## src/verilog/rcp_pkg.sv

```systemverilog
// Constants and types shared by the radio control port and its helpers.
// Assumes an 8051-style special-function register bus clocked by sys_clk.
package rcp_pkg;

  // Special-function register addresses.
  localparam logic [7:0] RCP_RADIO_PORT_ADDR  = 8'hA0;
  localparam logic [7:0] RCP_ROUTE_SEL_ADDR   = 8'hB3;

  // Reset values; the chip-select bit of the port latch comes up high.
  localparam logic [7:0] RCP_RADIO_PORT_RST   = 8'h08;
  localparam logic [1:0] RCP_ROUTE_SEL_RST    = 2'h0;

  // Only these latch bits respond to a write.
  localparam logic [7:0] RCP_PORT_WR_MASK     = 8'h3B;

  // Read-side bit positions of the radio port.
  localparam int RCP_BIT_AM   = 7;
  localparam int RCP_BIT_CD   = 6;
  localparam int RCP_BIT_DR   = 5;
  localparam int RCP_BIT_EOC  = 4;
  localparam int RCP_BIT_MISO = 2;

  // Write-side bit positions of the radio port.
  localparam int RCP_BIT_CE   = 5;
  localparam int RCP_BIT_TXS  = 4;
  localparam int RCP_BIT_CSN  = 3;
  localparam int RCP_BIT_MOSI = 1;
  localparam int RCP_BIT_SCK  = 0;

  // Serial routing selector codes; the upper bit alone selects the radio side.
  localparam logic [1:0] RCP_ROUTE_OFF        = 2'h0;
  localparam logic [1:0] RCP_ROUTE_BOOT       = 2'h1;
  localparam int         RCP_ROUTE_RADIO_BIT  = 1;

  // Width of the status synchroniser: am, cd, dr, eoc, radio miso, boot miso.
  localparam int RCP_SYNC_W = 6;

  typedef enum logic [1:0] {RCP_STANDBY, RCP_BURST_RX, RCP_BURST_TX} rcp_mode_t;

endpackage

```

## src/verilog/rcp_radio_port.sv

```systemverilog
// Radio control port: special-function registers for the radio and ADC subsystem.
// Assumes one-cycle SFR read/write strobes on sys_clk and a hardware serial
// master on the same clock; subsystem status lines arrive asynchronously.
//
// Function
// - Selector: 00 off, 01 boot, 1x radio.
// - Read bits 7..4: match, carrier, ready, conversion.
// - Read bit 2 serial data; 3,1,0 zero.
// - Write bit5 chip enable, bit4 transmit select.
// - Write bits 3,1,0: select, data, clock.
// - Upper selector bit: master owns serial pins.
// - Upper bit clear: lines follow port bits directly.
// - Reset forces control outputs to defaults.
// - Defaults hold until software writes port or selector.
// - Port latch resets with chip select high.
// - Mode from chip enable and transmit select.
// - Receive: match and ready flag arrivals.
// - Transmit: radio adds preamble and checksum.
// - Transmit: ready marks transmission complete.
// - Port is not bidirectional.
// - Ready and match drop after payload read.
// - Transmit finishes packet before entering standby.
`timescale 1ns/10ps
module rcp_radio_port (
  input  wire logic       sys_clk,
  input  wire logic       nrst,
  input  wire logic [7:0] sfrAddr,
  input  wire logic       sfrWrEn,
  input  wire logic [7:0] sfrWrData,
  input  wire logic       sfrRdEn,
  output logic      [7:0] sfrRdData,
  input  wire logic       addressMatch,
  input  wire logic       carrierDetect,
  input  wire logic       radioDataReady,
  input  wire logic       adcEndOfConv,
  input  wire logic       radioSerialDataOut,
  input  wire logic       bootSerialDataOut,
  input  wire logic       masterClock,
  input  wire logic       masterDataOut,
  output logic            masterDataIn,
  output logic            radioChipEnable,
  output logic            radioTxSelect,
  output logic            radioSerialSelect,
  output logic            radioSerialDataIn,
  output logic            radioSerialClock,
  output logic            bootSerialClock,
  output logic            bootSerialDataIn,
  output logic      [1:0] radioMode
);

  logic [7:0]                    portLatch_reg;
  logic [7:0]                    portLatch_next;
  logic [1:0]                    routeSel_reg;
  logic [rcp_pkg::RCP_SYNC_W-1:0] statusSync;
  logic                          amSync;
  logic                          cdSync;
  logic                          drSync;
  logic                          eocSync;
  logic                          radioMisoSync;
  logic                          bootMisoSync;
  logic                          drPrev_reg;
  logic                          drRise;
  logic                          radioClockNext;
  logic                          radioDataInNext;
  logic                          bootClockNext;
  logic                          bootDataInNext;
  logic                          masterDataInNext;
  logic                          portWrite;
  logic                          routeWrite;
  logic                          wroteSinceReset_reg;
  rcp_pkg::rcp_mode_t            mode_reg;
  rcp_pkg::rcp_mode_t            mode_next;

  assign portWrite  = sfrWrEn && (sfrAddr == rcp_pkg::RCP_RADIO_PORT_ADDR);
  assign routeWrite = sfrWrEn && (sfrAddr == rcp_pkg::RCP_ROUTE_SEL_ADDR);

  // Status lines come from the analog subsystem, so they are synchronised first.
  rcp_sync2 #(
    .WIDTH (rcp_pkg::RCP_SYNC_W)
  ) u_status_sync (
    .sys_clk (sys_clk),
    .nrst    (nrst),
    .asyncIn ({addressMatch, carrierDetect, radioDataReady, adcEndOfConv,
               radioSerialDataOut, bootSerialDataOut}),
    .syncOut (statusSync)
  );

  assign {amSync, cdSync, drSync, eocSync, radioMisoSync, bootMisoSync} = statusSync;

  rcp_route_mux u_route_mux (
    .routeSel         (routeSel_reg),
    .latchClock       (portLatch_reg[rcp_pkg::RCP_BIT_SCK]),
    .latchDataIn      (portLatch_reg[rcp_pkg::RCP_BIT_MOSI]),
    .masterClock      (masterClock),
    .masterDataOut    (masterDataOut),
    .radioMisoSync    (radioMisoSync),
    .bootMisoSync     (bootMisoSync),
    .radioClockNext   (radioClockNext),
    .radioDataInNext  (radioDataInNext),
    .bootClockNext    (bootClockNext),
    .bootDataInNext   (bootDataInNext),
    .masterDataInNext (masterDataInNext)
  );

  // Read-only bits never store anything, so the latch cannot echo status back.
  always_comb
  begin
    portLatch_next = portLatch_reg;
    if (portWrite)
    begin
      portLatch_next = (portLatch_reg & ~rcp_pkg::RCP_PORT_WR_MASK)
                     | (sfrWrData & rcp_pkg::RCP_PORT_WR_MASK);
    end
  end

  always_ff @(posedge sys_clk or negedge nrst)
  begin
    if (!nrst)
    begin
      portLatch_reg <= rcp_pkg::RCP_RADIO_PORT_RST;
    end
    else
    begin
      portLatch_reg <= portLatch_next;
    end
  end

  // The selector only steers the mux; the latch keeps its value across a change.
  always_ff @(posedge sys_clk or negedge nrst)
  begin
    if (!nrst)
    begin
      routeSel_reg <= rcp_pkg::RCP_ROUTE_SEL_RST;
    end
    else if (routeWrite)
    begin
      routeSel_reg <= sfrWrData[1:0];
    end
  end

  // Control outputs are registered so that each pin comes from a flip-flop.
  always_ff @(posedge sys_clk or negedge nrst)
  begin
    if (!nrst)
    begin
      radioChipEnable   <= rcp_pkg::RCP_RADIO_PORT_RST[rcp_pkg::RCP_BIT_CE];
      radioTxSelect     <= rcp_pkg::RCP_RADIO_PORT_RST[rcp_pkg::RCP_BIT_TXS];
      radioSerialSelect <= rcp_pkg::RCP_RADIO_PORT_RST[rcp_pkg::RCP_BIT_CSN];
      radioSerialDataIn <= rcp_pkg::RCP_RADIO_PORT_RST[rcp_pkg::RCP_BIT_MOSI];
      radioSerialClock  <= rcp_pkg::RCP_RADIO_PORT_RST[rcp_pkg::RCP_BIT_SCK];
    end
    else
    begin
      radioChipEnable   <= portLatch_reg[rcp_pkg::RCP_BIT_CE];
      radioTxSelect     <= portLatch_reg[rcp_pkg::RCP_BIT_TXS];
      radioSerialSelect <= portLatch_reg[rcp_pkg::RCP_BIT_CSN];
      radioSerialDataIn <= radioDataInNext;
      radioSerialClock  <= radioClockNext;
    end
  end

  // The serial clock is whatever software or the master toggles; no rate is imposed.
  always_ff @(posedge sys_clk or negedge nrst)
  begin
    if (!nrst)
    begin
      bootSerialClock  <= 1'h0;
      bootSerialDataIn <= 1'h0;
      masterDataIn     <= 1'h0;
    end
    else
    begin
      bootSerialClock  <= bootClockNext;
      bootSerialDataIn <= bootDataInNext;
      masterDataIn     <= masterDataInNext;
    end
  end

  // Read data is captured at the read strobe and held until the next read.
  always_ff @(posedge sys_clk or negedge nrst)
  begin
    if (!nrst)
    begin
      sfrRdData <= 8'h00;
    end
    else if (sfrRdEn)
    begin
      case (sfrAddr)
        rcp_pkg::RCP_RADIO_PORT_ADDR:
        begin
          sfrRdData <= {amSync, cdSync, drSync, eocSync, 1'h0, radioMisoSync,
                        2'h0};
        end
        rcp_pkg::RCP_ROUTE_SEL_ADDR:
        begin
          sfrRdData <= {6'h00, routeSel_reg};
        end
        default:
        begin
          sfrRdData <= 8'h00;
        end
      endcase
    end
  end

  // Ready and match are not latched here, so the radio clearing them shows after the two synchroniser stages.
  always_ff @(posedge sys_clk or negedge nrst)
  begin
    if (!nrst)
    begin
      drPrev_reg <= 1'h0;
    end
    else
    begin
      drPrev_reg <= drSync;
    end
  end

  assign drRise = drSync && !drPrev_reg;

  // Mode tracker; preamble and checksum are added inside the radio itself.
  always_comb
  begin
    mode_next = mode_reg;
    case (mode_reg)
      rcp_pkg::RCP_STANDBY, rcp_pkg::RCP_BURST_RX:
      begin
        if (!radioChipEnable)
        begin
          mode_next = rcp_pkg::RCP_STANDBY;
        end
        else if (radioTxSelect)
        begin
          mode_next = rcp_pkg::RCP_BURST_TX;
        end
        else
        begin
          mode_next = rcp_pkg::RCP_BURST_RX;
        end
      end
      rcp_pkg::RCP_BURST_TX:
      begin
        // A packet under way always completes; ready marks its end.
        if (drRise)
        begin
          if (!radioChipEnable)
          begin
            mode_next = rcp_pkg::RCP_STANDBY;
          end
          else if (!radioTxSelect)
          begin
            mode_next = rcp_pkg::RCP_BURST_RX;
          end
        end
      end
      default:
      begin
        mode_next = rcp_pkg::RCP_STANDBY;
      end
    endcase
  end

  always_ff @(posedge sys_clk or negedge nrst)
  begin
    if (!nrst)
    begin
      mode_reg  <= rcp_pkg::RCP_STANDBY;
      radioMode <= 2'h0;
    end
    else
    begin
      mode_reg  <= mode_next;
      radioMode <= mode_next;
    end
  end

  // Helper for the assertions: has software written the port since reset.
  always_ff @(posedge sys_clk or negedge nrst)
  begin
    if (!nrst)
    begin
      wroteSinceReset_reg <= 1'h0;
    end
    else if (portWrite)
    begin
      wroteSinceReset_reg <= 1'h1;
    end
  end

  a_route_radio_pins: assert property (
    @(posedge sys_clk) disable iff (!nrst)
    routeSel_reg[rcp_pkg::RCP_ROUTE_RADIO_BIT]
      |=> (radioSerialClock == $past(masterClock))
          && (radioSerialDataIn == $past(masterDataOut)))
    else $error("Radio serial pins not owned by the serial master.");

  a_route_latch_pins: assert property (
    @(posedge sys_clk) disable iff (!nrst)
    !routeSel_reg[rcp_pkg::RCP_ROUTE_RADIO_BIT]
      |=> (radioSerialClock == $past(portLatch_reg[rcp_pkg::RCP_BIT_SCK]))
          && (radioSerialDataIn == $past(portLatch_reg[rcp_pkg::RCP_BIT_MOSI])))
    else $error("Radio serial pins do not follow the port latch.");

  a_route_boot_pins: assert property (
    @(posedge sys_clk) disable iff (!nrst)
    (routeSel_reg == rcp_pkg::RCP_ROUTE_BOOT)
      |=> (bootSerialClock == $past(masterClock)) && (masterDataIn == $past(bootMisoSync)))
    else $error("Boot pins not connected to the serial master.");

  a_route_off_pins: assert property (
    @(posedge sys_clk) disable iff (!nrst)
    (routeSel_reg == rcp_pkg::RCP_ROUTE_OFF) |=> !bootSerialClock && !masterDataIn)
    else $error("Serial master not disconnected.");
  a_read_status: assert property (
    @(posedge sys_clk) disable iff (!nrst)
    (sfrRdEn && (sfrAddr == rcp_pkg::RCP_RADIO_PORT_ADDR))
      |=> (sfrRdData[7:4] == $past({amSync, cdSync, drSync, eocSync})))
    else $error("Status bits read back wrong.");

  a_read_zero_bits: assert property (
    @(posedge sys_clk) disable iff (!nrst)
    (sfrRdEn && (sfrAddr == rcp_pkg::RCP_RADIO_PORT_ADDR))
      |=> !sfrRdData[3] && (sfrRdData[1:0] == 2'h0)
          && (sfrRdData[2] == $past(radioMisoSync)))
    else $error("Unused port bits or serial data read wrong.");
  a_write_ctrl: assert property (
    @(posedge sys_clk) disable iff (!nrst)
    portWrite ##1 !portWrite
      |=> (radioChipEnable == $past(sfrWrData[rcp_pkg::RCP_BIT_CE], 2))
          && (radioTxSelect == $past(sfrWrData[rcp_pkg::RCP_BIT_TXS], 2)))
    else $error("Chip enable or transmit select not driven by write.");

  a_write_select: assert property (
    @(posedge sys_clk) disable iff (!nrst)
    portWrite ##1 !portWrite
      |=> (radioSerialSelect == $past(sfrWrData[rcp_pkg::RCP_BIT_CSN], 2)))
    else $error("Serial select not driven by write.");
  a_no_echo_bits: assert property (
    @(posedge sys_clk) disable iff (!nrst)
    ((portLatch_reg & ~rcp_pkg::RCP_PORT_WR_MASK) == 8'h00))
    else $error("Read-only port bits were stored.");

  a_hold_defaults: assert property (
    @(posedge sys_clk) disable iff (!nrst)
    !wroteSinceReset_reg ##1 !wroteSinceReset_reg
      |-> radioSerialSelect && !radioChipEnable && !radioTxSelect)
    else $error("Control outputs left their defaults before a write.");

  a_mode_standby: assert property (
    @(posedge sys_clk) disable iff (!nrst)
    (!radioChipEnable && (mode_reg != rcp_pkg::RCP_BURST_TX))
      |=> (mode_reg == rcp_pkg::RCP_STANDBY))
    else $error("Mode not standby with chip enable low.");
  a_tx_finish: assert property (
    @(posedge sys_clk) disable iff (!nrst)
    ((mode_reg == rcp_pkg::RCP_BURST_TX) && !drRise) |=> (mode_reg == rcp_pkg::RCP_BURST_TX))
    else $error("Transmit left before completion.");

  a_route_keeps_latch: assert property (
    @(posedge sys_clk) disable iff (!nrst)
    (routeWrite && !portWrite) |=> $stable(portLatch_reg))
    else $error("Selector change corrupted the port latch.");

endmodule // rcp_radio_port

```

## src/verilog/rcp_sync2.sv

```systemverilog
// Two flip-flop synchroniser for a group of independent level signals.
// Assumes each bit changes slowly relative to sys_clk; bits are not coherent.
`timescale 1ns/10ps
module rcp_sync2 #(
  parameter int WIDTH = 1
) (
  input  wire logic             sys_clk,
  input  wire logic             nrst,
  input  wire logic [WIDTH-1:0] asyncIn,
  output logic      [WIDTH-1:0] syncOut
);

  logic [WIDTH-1:0] stage1_reg;

  // The first stage feeds the second stage and nothing else.
  always_ff @(posedge sys_clk or negedge nrst)
  begin
    if (!nrst)
    begin
      stage1_reg <= '0;
      syncOut    <= '0;
    end
    else
    begin
      stage1_reg <= asyncIn;
      syncOut    <= stage1_reg;
    end
  end

endmodule // rcp_sync2

```

## src/verilog/rcp_route_mux.sv

```systemverilog
// Pin ownership selector between the port latch and the hardware serial master.
// Assumes all inputs are on sys_clk; the caller registers every output.
`timescale 1ns/10ps
module rcp_route_mux (
  input  wire logic [1:0] routeSel,
  input  wire logic       latchClock,
  input  wire logic       latchDataIn,
  input  wire logic       masterClock,
  input  wire logic       masterDataOut,
  input  wire logic       radioMisoSync,
  input  wire logic       bootMisoSync,
  output logic            radioClockNext,
  output logic            radioDataInNext,
  output logic            bootClockNext,
  output logic            bootDataInNext,
  output logic            masterDataInNext
);

  always_comb
  begin
    radioClockNext   = latchClock;
    radioDataInNext  = latchDataIn;
    bootClockNext    = 1'h0;
    bootDataInNext   = 1'h0;
    masterDataInNext = 1'h0;
    if (routeSel[rcp_pkg::RCP_ROUTE_RADIO_BIT])
    begin
      radioClockNext   = masterClock;
      radioDataInNext  = masterDataOut;
      masterDataInNext = radioMisoSync;
    end
    else if (routeSel == rcp_pkg::RCP_ROUTE_BOOT)
    begin
      bootClockNext    = masterClock;
      bootDataInNext   = masterDataOut;
      masterDataInNext = bootMisoSync;
    end
  end

endmodule // rcp_route_mux

```

## config.mk

```make
export PLATFORM = sky130hd
export DESIGN_NAME = rcp_radio_port
export DESIGN_NICKNAME = d
export VERILOG_FILES = /design/src/verilog/rcp_pkg.sv /design/src/verilog/rcp_radio_port.sv /design/src/verilog/rcp_sync2.sv /design/src/verilog/rcp_route_mux.sv
export SDC_FILE = /design/constraint.sdc
export NUM_CORES = 1
export LEC_CHECK = 0
export BUFFER_PORTS_ARGS = -buffer_cell sky130_fd_sc_hd__buf_2
export CAP_MARGIN = 20
export CORE_MARGIN = 10
export CORE_UTILIZATION = 34
export DETAILED_ROUTE_END_ITERATION = 12
export PLACE_DENSITY = 0.68
export SETUP_SLACK_MARGIN = 0.4
export SLEW_MARGIN = 15
export SYNTH_ARGS = -nofsm -noshare
export SYNTH_HDL_FRONTEND = slang
export SYNTH_SLANG_ARGS = --single-unit
```

## constraint.sdc

```tcl
create_clock -name sys_clk -period 1.2 [get_ports sys_clk]
set_input_delay 0.06 -clock sys_clk [delete_from_list [all_inputs] [get_ports sys_clk]]
set_output_delay 0.06 -clock sys_clk [all_outputs]
set_load 0.05 [all_outputs]
```

==> results of run 1 <==
## power breakdown
| part | switching (mW) | internal (mW) | total, mW |
|---|---|---|---|
| sequential | 0.0279 | 1.30 | 1.33 |
| combinational | 0.155 | 0.147 | 0.302 |
| clock | 0.396 | 0.468 | 0.864 |
| total | 0.579 | 1.91 | 2.49 |
## Yosys cell counts, types with 2 or more instances
cell type  number
nand4_1         2
nand2_1         8
dfstp_2         2
inv_1           7
o22ai_1         7
and2_1          2
dfrtp_1        35
mux2_2          9
nor4b_4         2
## metrics by stage
stage          hold WS, ps  power, mW  utilization, %  setup WS, ps  instances
2_1_floorplan         -236       1.45               -           297         89
5_1_grt               -244       2.60            55.6           150        203
3_3_place_gp          36.4       1.55            43.4           104        178
4_1_cts               -267       2.50            53.2           166        199
3_5_place_dp          43.7       1.56            43.4          54.5        178
6_report              -278       2.49            55.6           175        203
## worst min path at each step
stage / depth (start not counted) / from / to / slack [ps]
finish: 1 / nrst / sfrRdData[1] / -280
global route: 1 / nrst / sfrRdData[1] / -240
CTS: 1 / nrst / u_status_sync.stage1_reg[2] / -270
detailed placement: 1 / nrst / portLatch_reg[1] / 40
global placement: 1 / nrst / portLatch_reg[0] / 40
floorplan: 0 / nrst / bootSerialClock / -240
## kinds of logic (layout without fill, tap and decap cells)
logic type	Yosys count	after routing	share of synthesized area, %
flip-flops	37	37	71.1
buffers and inverters	9	75	2.87
multiplexers	9	9	7.76
AND/OR/NAND/NOR	22	22	12.6
other	1	1	0.287
AO/OA/AOI/OAI	11	11	5.36
## routing by layer
| metal | GRT usage [%] | wire length (µm) | vias up |
|---|---|---|---|
| met5 | 0 | 0 | - |
| met4 | 4.08 | 35 | 0 |
| met3 | 4.37 | 256 | 3 |
| met2 | 18.3 | 1850 | 33 |
| met1 | 9.03 | 1050 | 477 |
| li1 | - | - | 434 |
## final cells by class
class | instances | share of cell area, %
inverter | 7 | 1.28
tap | 48 | 2.93
multi-input combinational | 43 | 19.7
clock buffer | 8 | 4.40
sequential | 37 | 46.0
timing repair buffer | 60 | 25.6
## what timing repair did
action,in CTS,in global routing
gates cloned,0,0
endpoints found under the setup margin,29,32
hold endpoints to repair,25,19
buffers inserted,6,3
gates resized for setup,49,12
pin swaps,5,6
hold buffers,7,1
==> qor_table.md, run 1 <==
| Result | Value |
|:---|:---|
| Endpoint required time on the critical path | 1140 ps |
| DR pass1 iterations | 4 |
| Cell area after synthesis | 0.00131 mm² |
| Launching element of the worst setup path | radioSerialSelect |
| DRC | 0 |
| Max-capacitance violation count | 0 |
| Synthesized instance count | 89 |
| Most used flip-flop cell after synthesis | dfrtp_1 |
| Nets in the synthesized netlist | 117 |
| CP Capture Point | radioSerialSelect |
| Post-route fraction of the period consumed by the critical path | 85.4% |
| Reg-to-reg slack, setup | 310 ps |
| Placed wire-length estimate | 2200 µm |
| Std-Cell Core Area | 0.00369 mm² |
| Number of enable flip-flop cells after synthesis | 0 |
| Number of global-route vias before repair | 1066 |
| Static Leak | 0.971 nW |
| Initial Util | 35.4% |
| Proportion of synthesized flip-flops having asynchronous set or reset | 100% |
| Number of buffers created by CTS | 5 |
| Skew final | 5.88 ps |
| Final hold violations | 18 |
| Min Clock Period, post-route | 1030 ps |
| WL/cell | 15.7 µm |
| Number of flip-flops under the largest register name | 7 |
| Most common library cell in the layout ignoring fill and taps | dfrtp_1 |
| Most frequent cells in the layout | dfrtp_1 (23), buf_6 (22), buf_2 (20), dfrtp_2 (12), dlygate4sd3_1 (8) |
| Length in cells of the worst reg-to-reg path | 1 |
| Fill count | 323 |
| Flop and latch count out of synthesis | 37 |
| Aggregate routed wire length | 3190 µm |
| Skew-Pair Late Insertion Delay | 290 ps |
| Pins Over Slew Limit | 0 |
| Worst reg2reg startpoint | routeSel_reg[1] |
| Biggest area consumer among synthesized cells | dfrtp_1 |
| Via count | 947 |
| Setup repair after global routing missed its margin | yes |
| Result of the run | finished with violations |
| VDD IR-drop max | 766 µV |
| Failing checks | hold timing |
| Fmax | 975 MHz |
| Worst hold slack | -278 ps |
| Max Root-Sink Buffers | 2 |
| Vertical extent of the die | 82.0 µm |
| Worst-path clk slew | 70 ps |
| Post-Place Cell Area | 0.00160 mm² |
| Number of clock sinks | 37 |
| Total congestion overflow | 0 |
| Clock tree from TritonCTS | done |
| Number of top-level pins | 46 |
| Antenna diode count | 0 |
| GR Util All Layers | 9.80% |
| Final estimated routing congestion in global placement | 0.669 |
| Final setup TNS | 0 ps |
| Horizontal die dimension | 82.0 µm |
| Slowest stage cell, crit path | dfstp_2 |
| Sequential-to-total area share from yosys stat | 71.1% |
| Worst hold path class | input pin to async pin |
| Antenna violations before repair | 0 |
| Design area | 0.00205 mm² |
| Startpoint type of the worst setup path | flip-flop |
| Count of yosys warnings during synthesis | 0 |
| Sequential cell area | 943 µm² |
| Net count of the finished layout | 182 |
| Global-route wire length before repair | 4950 µm |
| Delay contributed by the slowest stage of the critical path | 540 ps |
| Worst Setup Path Type | flip-flop to primary output |
| Element type at the critical path end | primary output |
| Footprint of the multi-input gates | 404 µm² |
| Worst path bufs/invs | 1 |
| Most area-consuming cells after synthesis | dfrtp_1 (67%), mux2_2 (7.8%), dfstp_2 (4.0%) |
| RR Endpoint | radioSerialDataIn |
| Crit-path leading delay family | flip-flops |
| H-Tree Depth | 2 |
| Number of logic stages on the critical path including buffering | 1 |
| Share of layout cells above drive strength 1 | 60.0% |
| Die area | 0.00672 mm² |
| Total of endpoints with negative setup slack in the final report | 0 |
| Ordered cell list for the critical path | buf_8 |
| Routed Antenna Nets | 0 |
| Root buffer cell | clkbuf_8 |
| Synth unique cells | 24 |
| Area growth from synthesis to layout | 56.9% |
| First DRT Iteration DRCs | 14 |
| Row cnt | 22 |
| Pin count of the biggest net entering global routing | 23 |
| Average vias per placed instance | 4.67 |
| Area share of the leading cell type in the synthesized netlist | 67.0% |
| Critical path data arrival time | 970 ps |
| Mean instance size in the synthesized netlist | 14.7 µm² |
| Count of port buffers added during placement | 41 |
| P per Cell Area | 1220 mW/mm² |
| Worst-path fanout max | 1 |
(Power assumes the default switching activity.)
==> run 2: changes to the inputs <==
--- a/config.mk
+++ b/config.mk
@@ -11,5 +11,5 @@
 export CORE_UTILIZATION = 34
 export DETAILED_ROUTE_END_ITERATION = 12
-export PLACE_DENSITY = 0.68
+export PLACE_DENSITY = 0.57
 export SETUP_SLACK_MARGIN = 0.4
 export SLEW_MARGIN = 15
==> constraint.sdc (replaced) <==
create_clock -name sys_clk -period 1.2 [get_ports sys_clk]
set_input_delay 0.06 -clock sys_clk [delete_from_list [all_inputs] [get_ports sys_clk]]
set_output_delay 0.06 -clock sys_clk [all_outputs]
set_load 0.1 [all_outputs]
==> qor_table.md, run 2 (synthesized netlist as in run 1, its figures left out) <==
| Result | Value | Change |
|:---|:---|:---|
| Std-Cell Core Area | 0.00369 mm² | unchanged |
| Final setup TNS | 0 ps | unchanged |
| P per Cell Area | 1140 mW/mm² | was 1220 mW/mm² |
| Number of top-level pins | 46 | unchanged |
| Worst-path fanout max | 1 | unchanged |
| Delay contributed by the slowest stage of the critical path | 620 ps | was 540 ps |
| Total congestion overflow | 0 | unchanged |
| Fmax | 885 MHz | was 975 MHz |
| DRC | 0 | unchanged |
| Post-route fraction of the period consumed by the critical path | 94.2% | was 85.4% |
| Worst path bufs/invs | 1 | unchanged |
| Pins Over Slew Limit | 0 | unchanged |
| Die area | 0.00672 mm² | unchanged |
| Via count | 922 | was 947 |
| Startpoint type of the worst setup path | flip-flop | unchanged |
| Cells on Worst Hold Path | 2 |  |
| Number of clock sinks | 37 | unchanged |
| Aggregate routed wire length | 3070 µm | was 3190 µm |
| Final estimated routing congestion in global placement | 0.695 | was 0.669 |
| Ordered cell list for the critical path | buf_12 | was buf_8 |
| Max Root-Sink Buffers | 2 | unchanged |
| Initial Util | 35.4% | unchanged |
| Number of buffers created by CTS | 5 | unchanged |
| Placed wire-length estimate | 2120 µm | was 2200 µm |
| Endpoint required time on the critical path | 1140 ps | about the same |
| Skew-Pair Late Insertion Delay | 290 ps | about the same |
| Slowest stage cell, crit path | dfstp_4 | was dfstp_2 |
| Share of total power in sequential cells | 51.6% | was 53.2% |
| Sequential cell area | 981 µm² | was 943 µm² |
| Result of the run | completed | was finished with violations |
| Share of layout cells above drive strength 1 | 67.5% | was 60.0% |
| Root buffer cell | clkbuf_8 | unchanged |
| VDD IR-drop max | 807 µV | was 766 µV |
| Element type at the critical path end | primary output | unchanged |
| Static Leak | 1.01 nW | was 0.971 nW |
| Sw power | 652 µW | was 579 µW |
| WL/cell | 14.7 µm | was 15.7 µm |
| Number of global-route vias before repair | 1031 | was 1066 |
| Footprint of the multi-input gates | 398 µm² | was 404 µm² |
| Fill count | 301 | was 323 |
| Worst hold slack | 11.9 ps | was -278 ps |
| Worst reg2reg startpoint | radioTxSelect | was routeSel_reg[1] |
| Routed Antenna Nets | 0 | unchanged |
| Horizontal die dimension | 82.0 µm | unchanged |
| Launching element of the worst setup path | radioSerialSelect | unchanged |
| Setup repair after global routing missed its margin | yes | unchanged |
| Portion of total power attributed to the clock network | 33.8% | was 34.7% |
| Pin count of the biggest net entering global routing | 20 | was 23 |
| Total of endpoints with negative setup slack in the final report | 0 | unchanged |
| Worst Setup Path Type | flip-flop to primary output | unchanged |
| GR Util All Layers | 10.0% | was 9.80% |
| H-Tree Depth | 2 | unchanged |
| Length in cells of the worst reg-to-reg path | 3 | was 1 |
| Switch share | 25.3% | was 23.2% |
| Combinational share of power | 14.6% | was 12.1% |
| Count of port buffers added during placement | 41 | unchanged |
| First DRT Iteration DRCs | 29 | was 14 |
| Area growth from synthesis to layout | 73.1% | was 56.9% |
| Internal cell power | 1.93 mW | was 1.91 mW |
| Min Clock Period, post-route | 1130 ps | was 1030 ps |
| Row cnt | 22 | unchanged |
| Worst hold path class | input pin to flip-flop | was input pin to async pin |
| Average vias per placed instance | 4.43 | was 4.67 |
| Skew final | 13.1 ps | was 5.88 ps |
| Antenna violations before repair | 0 | unchanged |
| DR pass1 iterations | 2 | was 4 |
| Antenna diode count | 0 | unchanged |
| Number of flip-flops under the largest register name | 7 | unchanged |
| Number of logic stages on the critical path including buffering | 1 | unchanged |
| Clock tree from TritonCTS | done | unchanged |
| Crit-path leading delay family | flip-flops | unchanged |
| Reg-to-reg slack, setup | 250 ps | was 310 ps |
| RR Endpoint | mode_reg[1] | was radioSerialDataIn |
| Global-route wire length before repair | 4960 µm | was 4950 µm |
| Final hold violations | 0 | was 18 |
| Critical path data arrival time | 1070 ps | was 970 ps |
| Max-capacitance violation count | 0 | unchanged |
| Worst-path clk slew | 70 ps | about the same |
| CP Capture Point | radioSerialSelect | unchanged |
| Most common library cell in the layout ignoring fill and taps | buf_2 | was dfrtp_1 |
| Net count of the finished layout | 187 | was 182 |
| Most frequent cells in the layout | buf_2 (20), dfrtp_1 (18), buf_6 (13), buf_12 (13), dfrtp_4 (11) | was dfrtp_1 (23), buf_6 (22), buf_2 (20), dfrtp_2 (12), dlygate4sd3_1 (8) |
| Vertical extent of the die | 82.0 µm | unchanged |
[run 2: changes by cell type in the layout (fill, tap and decap cells not counted), sizes merged]
cell | before | now
buf | 52 | 55
clkinvlp | 0 | 1
dlygate4sd3 | 8 | 9
[run 2: area by class of cell]
cell class / count / area share [%]
clock buffer: 7 / 3.82
clock inverter: 1 / 0.332
inverter: 7 / 1.16
multi-input combinational: 43 / 17.6
sequential: 37 / 43.4
tap: 48 / 2.66
timing repair buffer: 65 / 31.0
[run 2: worst min-delay path by stage]
stage / from / end / slack [ps]
finish: sfrWrData[3] / portLatch_reg[3] / 10
global route: sfrWrData[3] / portLatch_reg[3] / 1
CTS: masterDataOut / bootSerialDataIn / 2
detailed placement: nrst / u_status_sync.stage1_reg[0] / 30
global placement: nrst / u_status_sync.stage1_reg[0] / 20
floorplan: nrst / bootSerialClock / -240
[run 2: metrics by stage]
step / cell area [µm²] / cells / util [%] / setup slack (ps) / total power [mW]
after CTS: 2190 / 207 / 59.4 / 52.9 / 2.61
after global routing: 2260 / 208 / 61.3 / 42.7 / 2.69
after global placement: 1820 / 177 / 49.4 / 92.6 / 1.65
after detailed placement: 1820 / 177 / 49.4 / 53.0 / 1.66
after floorplan: 1370 / 89 / - / 197 / 1.53
final: 2260 / 208 / 61.3 / 69.8 / 2.58
[run 2: routing by layer]
layer | vias to the layer above | track usage (%) | part of all wire [%]
met5 | - | 0 | 0
met4 | 0 | 6.63 | 2.7
met3 | 5 | 4.59 | 8.5
met2 | 33 | 16.5 | 52
met1 | 443 | 9.97 | 37
li1 | 441 | - | -
[run 2: repair_timing]
action	4_1_cts	5_1_grt
endpoints found under the setup margin	29	41
hold buffers	9	0
buffers inserted	13	1
gates cloned	0	0
gates resized for setup	26	14
hold endpoints to repair	24	0
pin swaps	5	2
[run 2: power groups by stage]
stage          sequential [mW]  combinational, mW  clock (mW)
2_1_floorplan             1.46             0.0642           0
4_1_cts                   1.33              0.371       0.907
3_3_place_gp              1.35              0.302           0
6_report                  1.33              0.377       0.871
3_5_place_dp              1.35              0.308           0
5_1_grt                   1.34              0.399       0.957
==> run 3: changes to the inputs <==
- GPL_TIMING_DRIVEN: unset -> 0
==> qor_table.md, run 3 (synthesized netlist as in run 1, its figures left out) <==
| Result | Value | Change |
|:---|:---|:---|
| DRC | 0 | unchanged |
| Total congestion overflow | 0 | unchanged |
| Delay contributed by the slowest stage of the critical path | 620 ps | about the same |
| Number of flip-flops under the largest register name | 7 | unchanged |
| Clock tree from TritonCTS | done | unchanged |
| Slowest stage cell, crit path | dfstp_4 | unchanged |
| Global-route wire length before repair | 4960 µm | unchanged |
| Result of the run | finished with violations | was completed |
| Ordered cell list for the critical path | buf_12 | unchanged |
| Final hold violations | 35 | was 0 |
| Area growth from synthesis to layout | 70.8% | was 73.1% |
| Setup repair after global routing missed its margin | yes | unchanged |
| Max-capacitance violation count | 0 | unchanged |
| Number of buffers created by CTS | 5 | unchanged |
| Worst hold slack | -149 ps | was 11.9 ps |
| Number of clock sinks | 37 | unchanged |
| Number of global-route vias before repair | 1043 | was 1031 |
| Net count of the finished layout | 184 | was 187 |
| Least-Margin Pin Slew | 777 ps |  |
| Total of endpoints with negative setup slack in the final report | 0 | unchanged |
| GR Util All Layers | 10.0% | about the same |
| Vertical extent of the die | 82.0 µm | unchanged |
| Tightest slew margin relative to the limit | 48.2% |  |
| Skew-Pair Late Insertion Delay | 280 ps | was 290 ps |
| Count of hold buffers inserted by post-cts repair | 7 | was 9 |
| Launching element of the worst setup path | radioSerialSelect | unchanged |
| Crit-path leading delay family | flip-flops | unchanged |
| Pin count of the biggest net entering global routing | 38 | was 20 |
| H-Tree Depth | 2 | unchanged |
| Startpoint type of the worst setup path | flip-flop | unchanged |
| Smallest setup slack after layout | 72.2 ps | was 69.8 ps |
| Count of port buffers added during placement | 41 | unchanged |
| VDD IR-drop max | 644 µV | was 807 µV |
| Root buffer cell | clkbuf_8 | unchanged |
| Static Leak | 0.992 nW | was 1.01 nW |
| Endpoint required time on the critical path | 1140 ps | about the same |
| Fill count | 306 | was 301 |
| Most common library cell in the layout ignoring fill and taps | buf_2 | unchanged |
| Antenna violations before repair | 0 | unchanged |
| Max Root-Sink Buffers | 2 | unchanged |
| Final estimated routing congestion in global placement | 0.712 | was 0.695 |
| Worst Setup Path Type | flip-flop to primary output | unchanged |
| Worst-path clk slew | 70 ps | about the same |
| Failing checks | hold timing |  |
| Critical path data arrival time | 1070 ps | about the same |
| Worst hold path class | input pin to async pin | was input pin to flip-flop |
| Worst path bufs/invs | 1 | unchanged |
| Row cnt | 22 | unchanged |
| Final setup TNS | 0 ps | unchanged |
| Initial Util | 35.4% | unchanged |
| Skew final | 4.62 ps | was 13.1 ps |
| Die area | 0.00672 mm² | unchanged |
| Min Clock Period, post-route | 1130 ps | about the same |
| Post-Place Setup Slack | 53.2 ps | was 53.0 ps |
| Fmax | 887 MHz | was 885 MHz |
| First DRT Iteration DRCs | 33 | was 29 |
| Aggregate routed wire length | 3070 µm | about the same |
| WL/cell | 15.0 µm | was 14.7 µm |
| DR pass1 iterations | 3 | was 2 |
| Power Total | 2.57 mW | was 2.58 mW |
| Std-Cell Core Area | 0.00369 mm² | unchanged |
| Share of layout cells above drive strength 1 | 68.2% | was 67.5% |
| Element type at the critical path end | primary output | unchanged |
| Worst-path fanout max | 1 | unchanged |
| Antenna diode count | 0 | unchanged |
| Post-route fraction of the period consumed by the critical path | 94.0% | was 94.2% |
| Pins Over Slew Limit | 0 | unchanged |
| Routed Antenna Nets | 0 | unchanged |
| Most frequent cells in the layout | buf_2 (20), dfrtp_1 (18), buf_12 (14), buf_6 (13), dfrtp_4 (11) | was buf_2 (20), dfrtp_1 (18), buf_6 (13), buf_12 (13), dfrtp_4 (11) |
| Worst reg2reg startpoint | radioTxSelect | unchanged |
| Horizontal die dimension | 82.0 µm | unchanged |
| Number of top-level pins | 46 | unchanged |
| Via count | 928 | was 922 |
| P per Cell Area | 1150 mW/mm² | was 1140 mW/mm² |
| Average vias per placed instance | 4.53 | was 4.43 |
## run 3: final timing paths
kind                                                    end  slack (ps)  cells past startpoint
worst max-delay path                      radioSerialSelect          70                      1
worst max register to register                  mode_reg[1]         230                      3
worst min-delay path            u_status_sync.stage1_reg[1]        -150                      1
min in group sys_clk                       bootSerialDataIn          10                      2
max in group asynchronous                      sfrRdData[0]         770                      1
worst min register to register     u_status_sync.syncOut[5]         350                      0
## run 3: layout make-up
| type | count | area [µm²] | share of cell area (%) |
|---|---|---|---|
| multi-input combinational | 43 | 398 | 17.8 |
| clock buffer | 8 | 90.1 | 4.04 |
| tap | 48 | 60.1 | 2.69 |
| timing repair buffer | 60 | 664 | 29.8 |
| inverter | 7 | 26.3 | 1.18 |
| sequential | 37 | 981 | 44.0 |
| buffer | 2 | 11.3 | 0.505 |
## run 3: metrics by stage
stage	instances	utilization, %	hold slack (ps)	cell area [µm²]
finish	205	60.5	-149	2230
global route	205	60.5	-88.7	2230
CTS	205	57.8	-119	2130
detailed placement	178	44.3	170	1630
global placement	178	44.3	168	1630
floorplan	89	-	-236	1370
## run 3: repair_timing
action                                  CTS  global route
buffers inserted                         12             0
endpoints found under the setup margin   29            37
pin swaps                                 5             5
endpoints found under the hold margin    42            35
gates cloned                              0             0
resized for setup                        68            25
## run 3: routing by layer
metal  GRT usage (%)  part of all wire [%]  vias up
met1            9.48                    34      455
met5               0                     0        -
met3            5.35                   9.5        5
li1                -                     -      437
met4            6.63                   2.7        0
met2            16.6                    54       31
## run 3: where the power goes
part | internal, mW | switching, mW | total, mW
sequential | 1.30 | 0.0307 | 1.33
clock | 0.468 | 0.398 | 0.866
combinational | 0.154 | 0.215 | 0.369
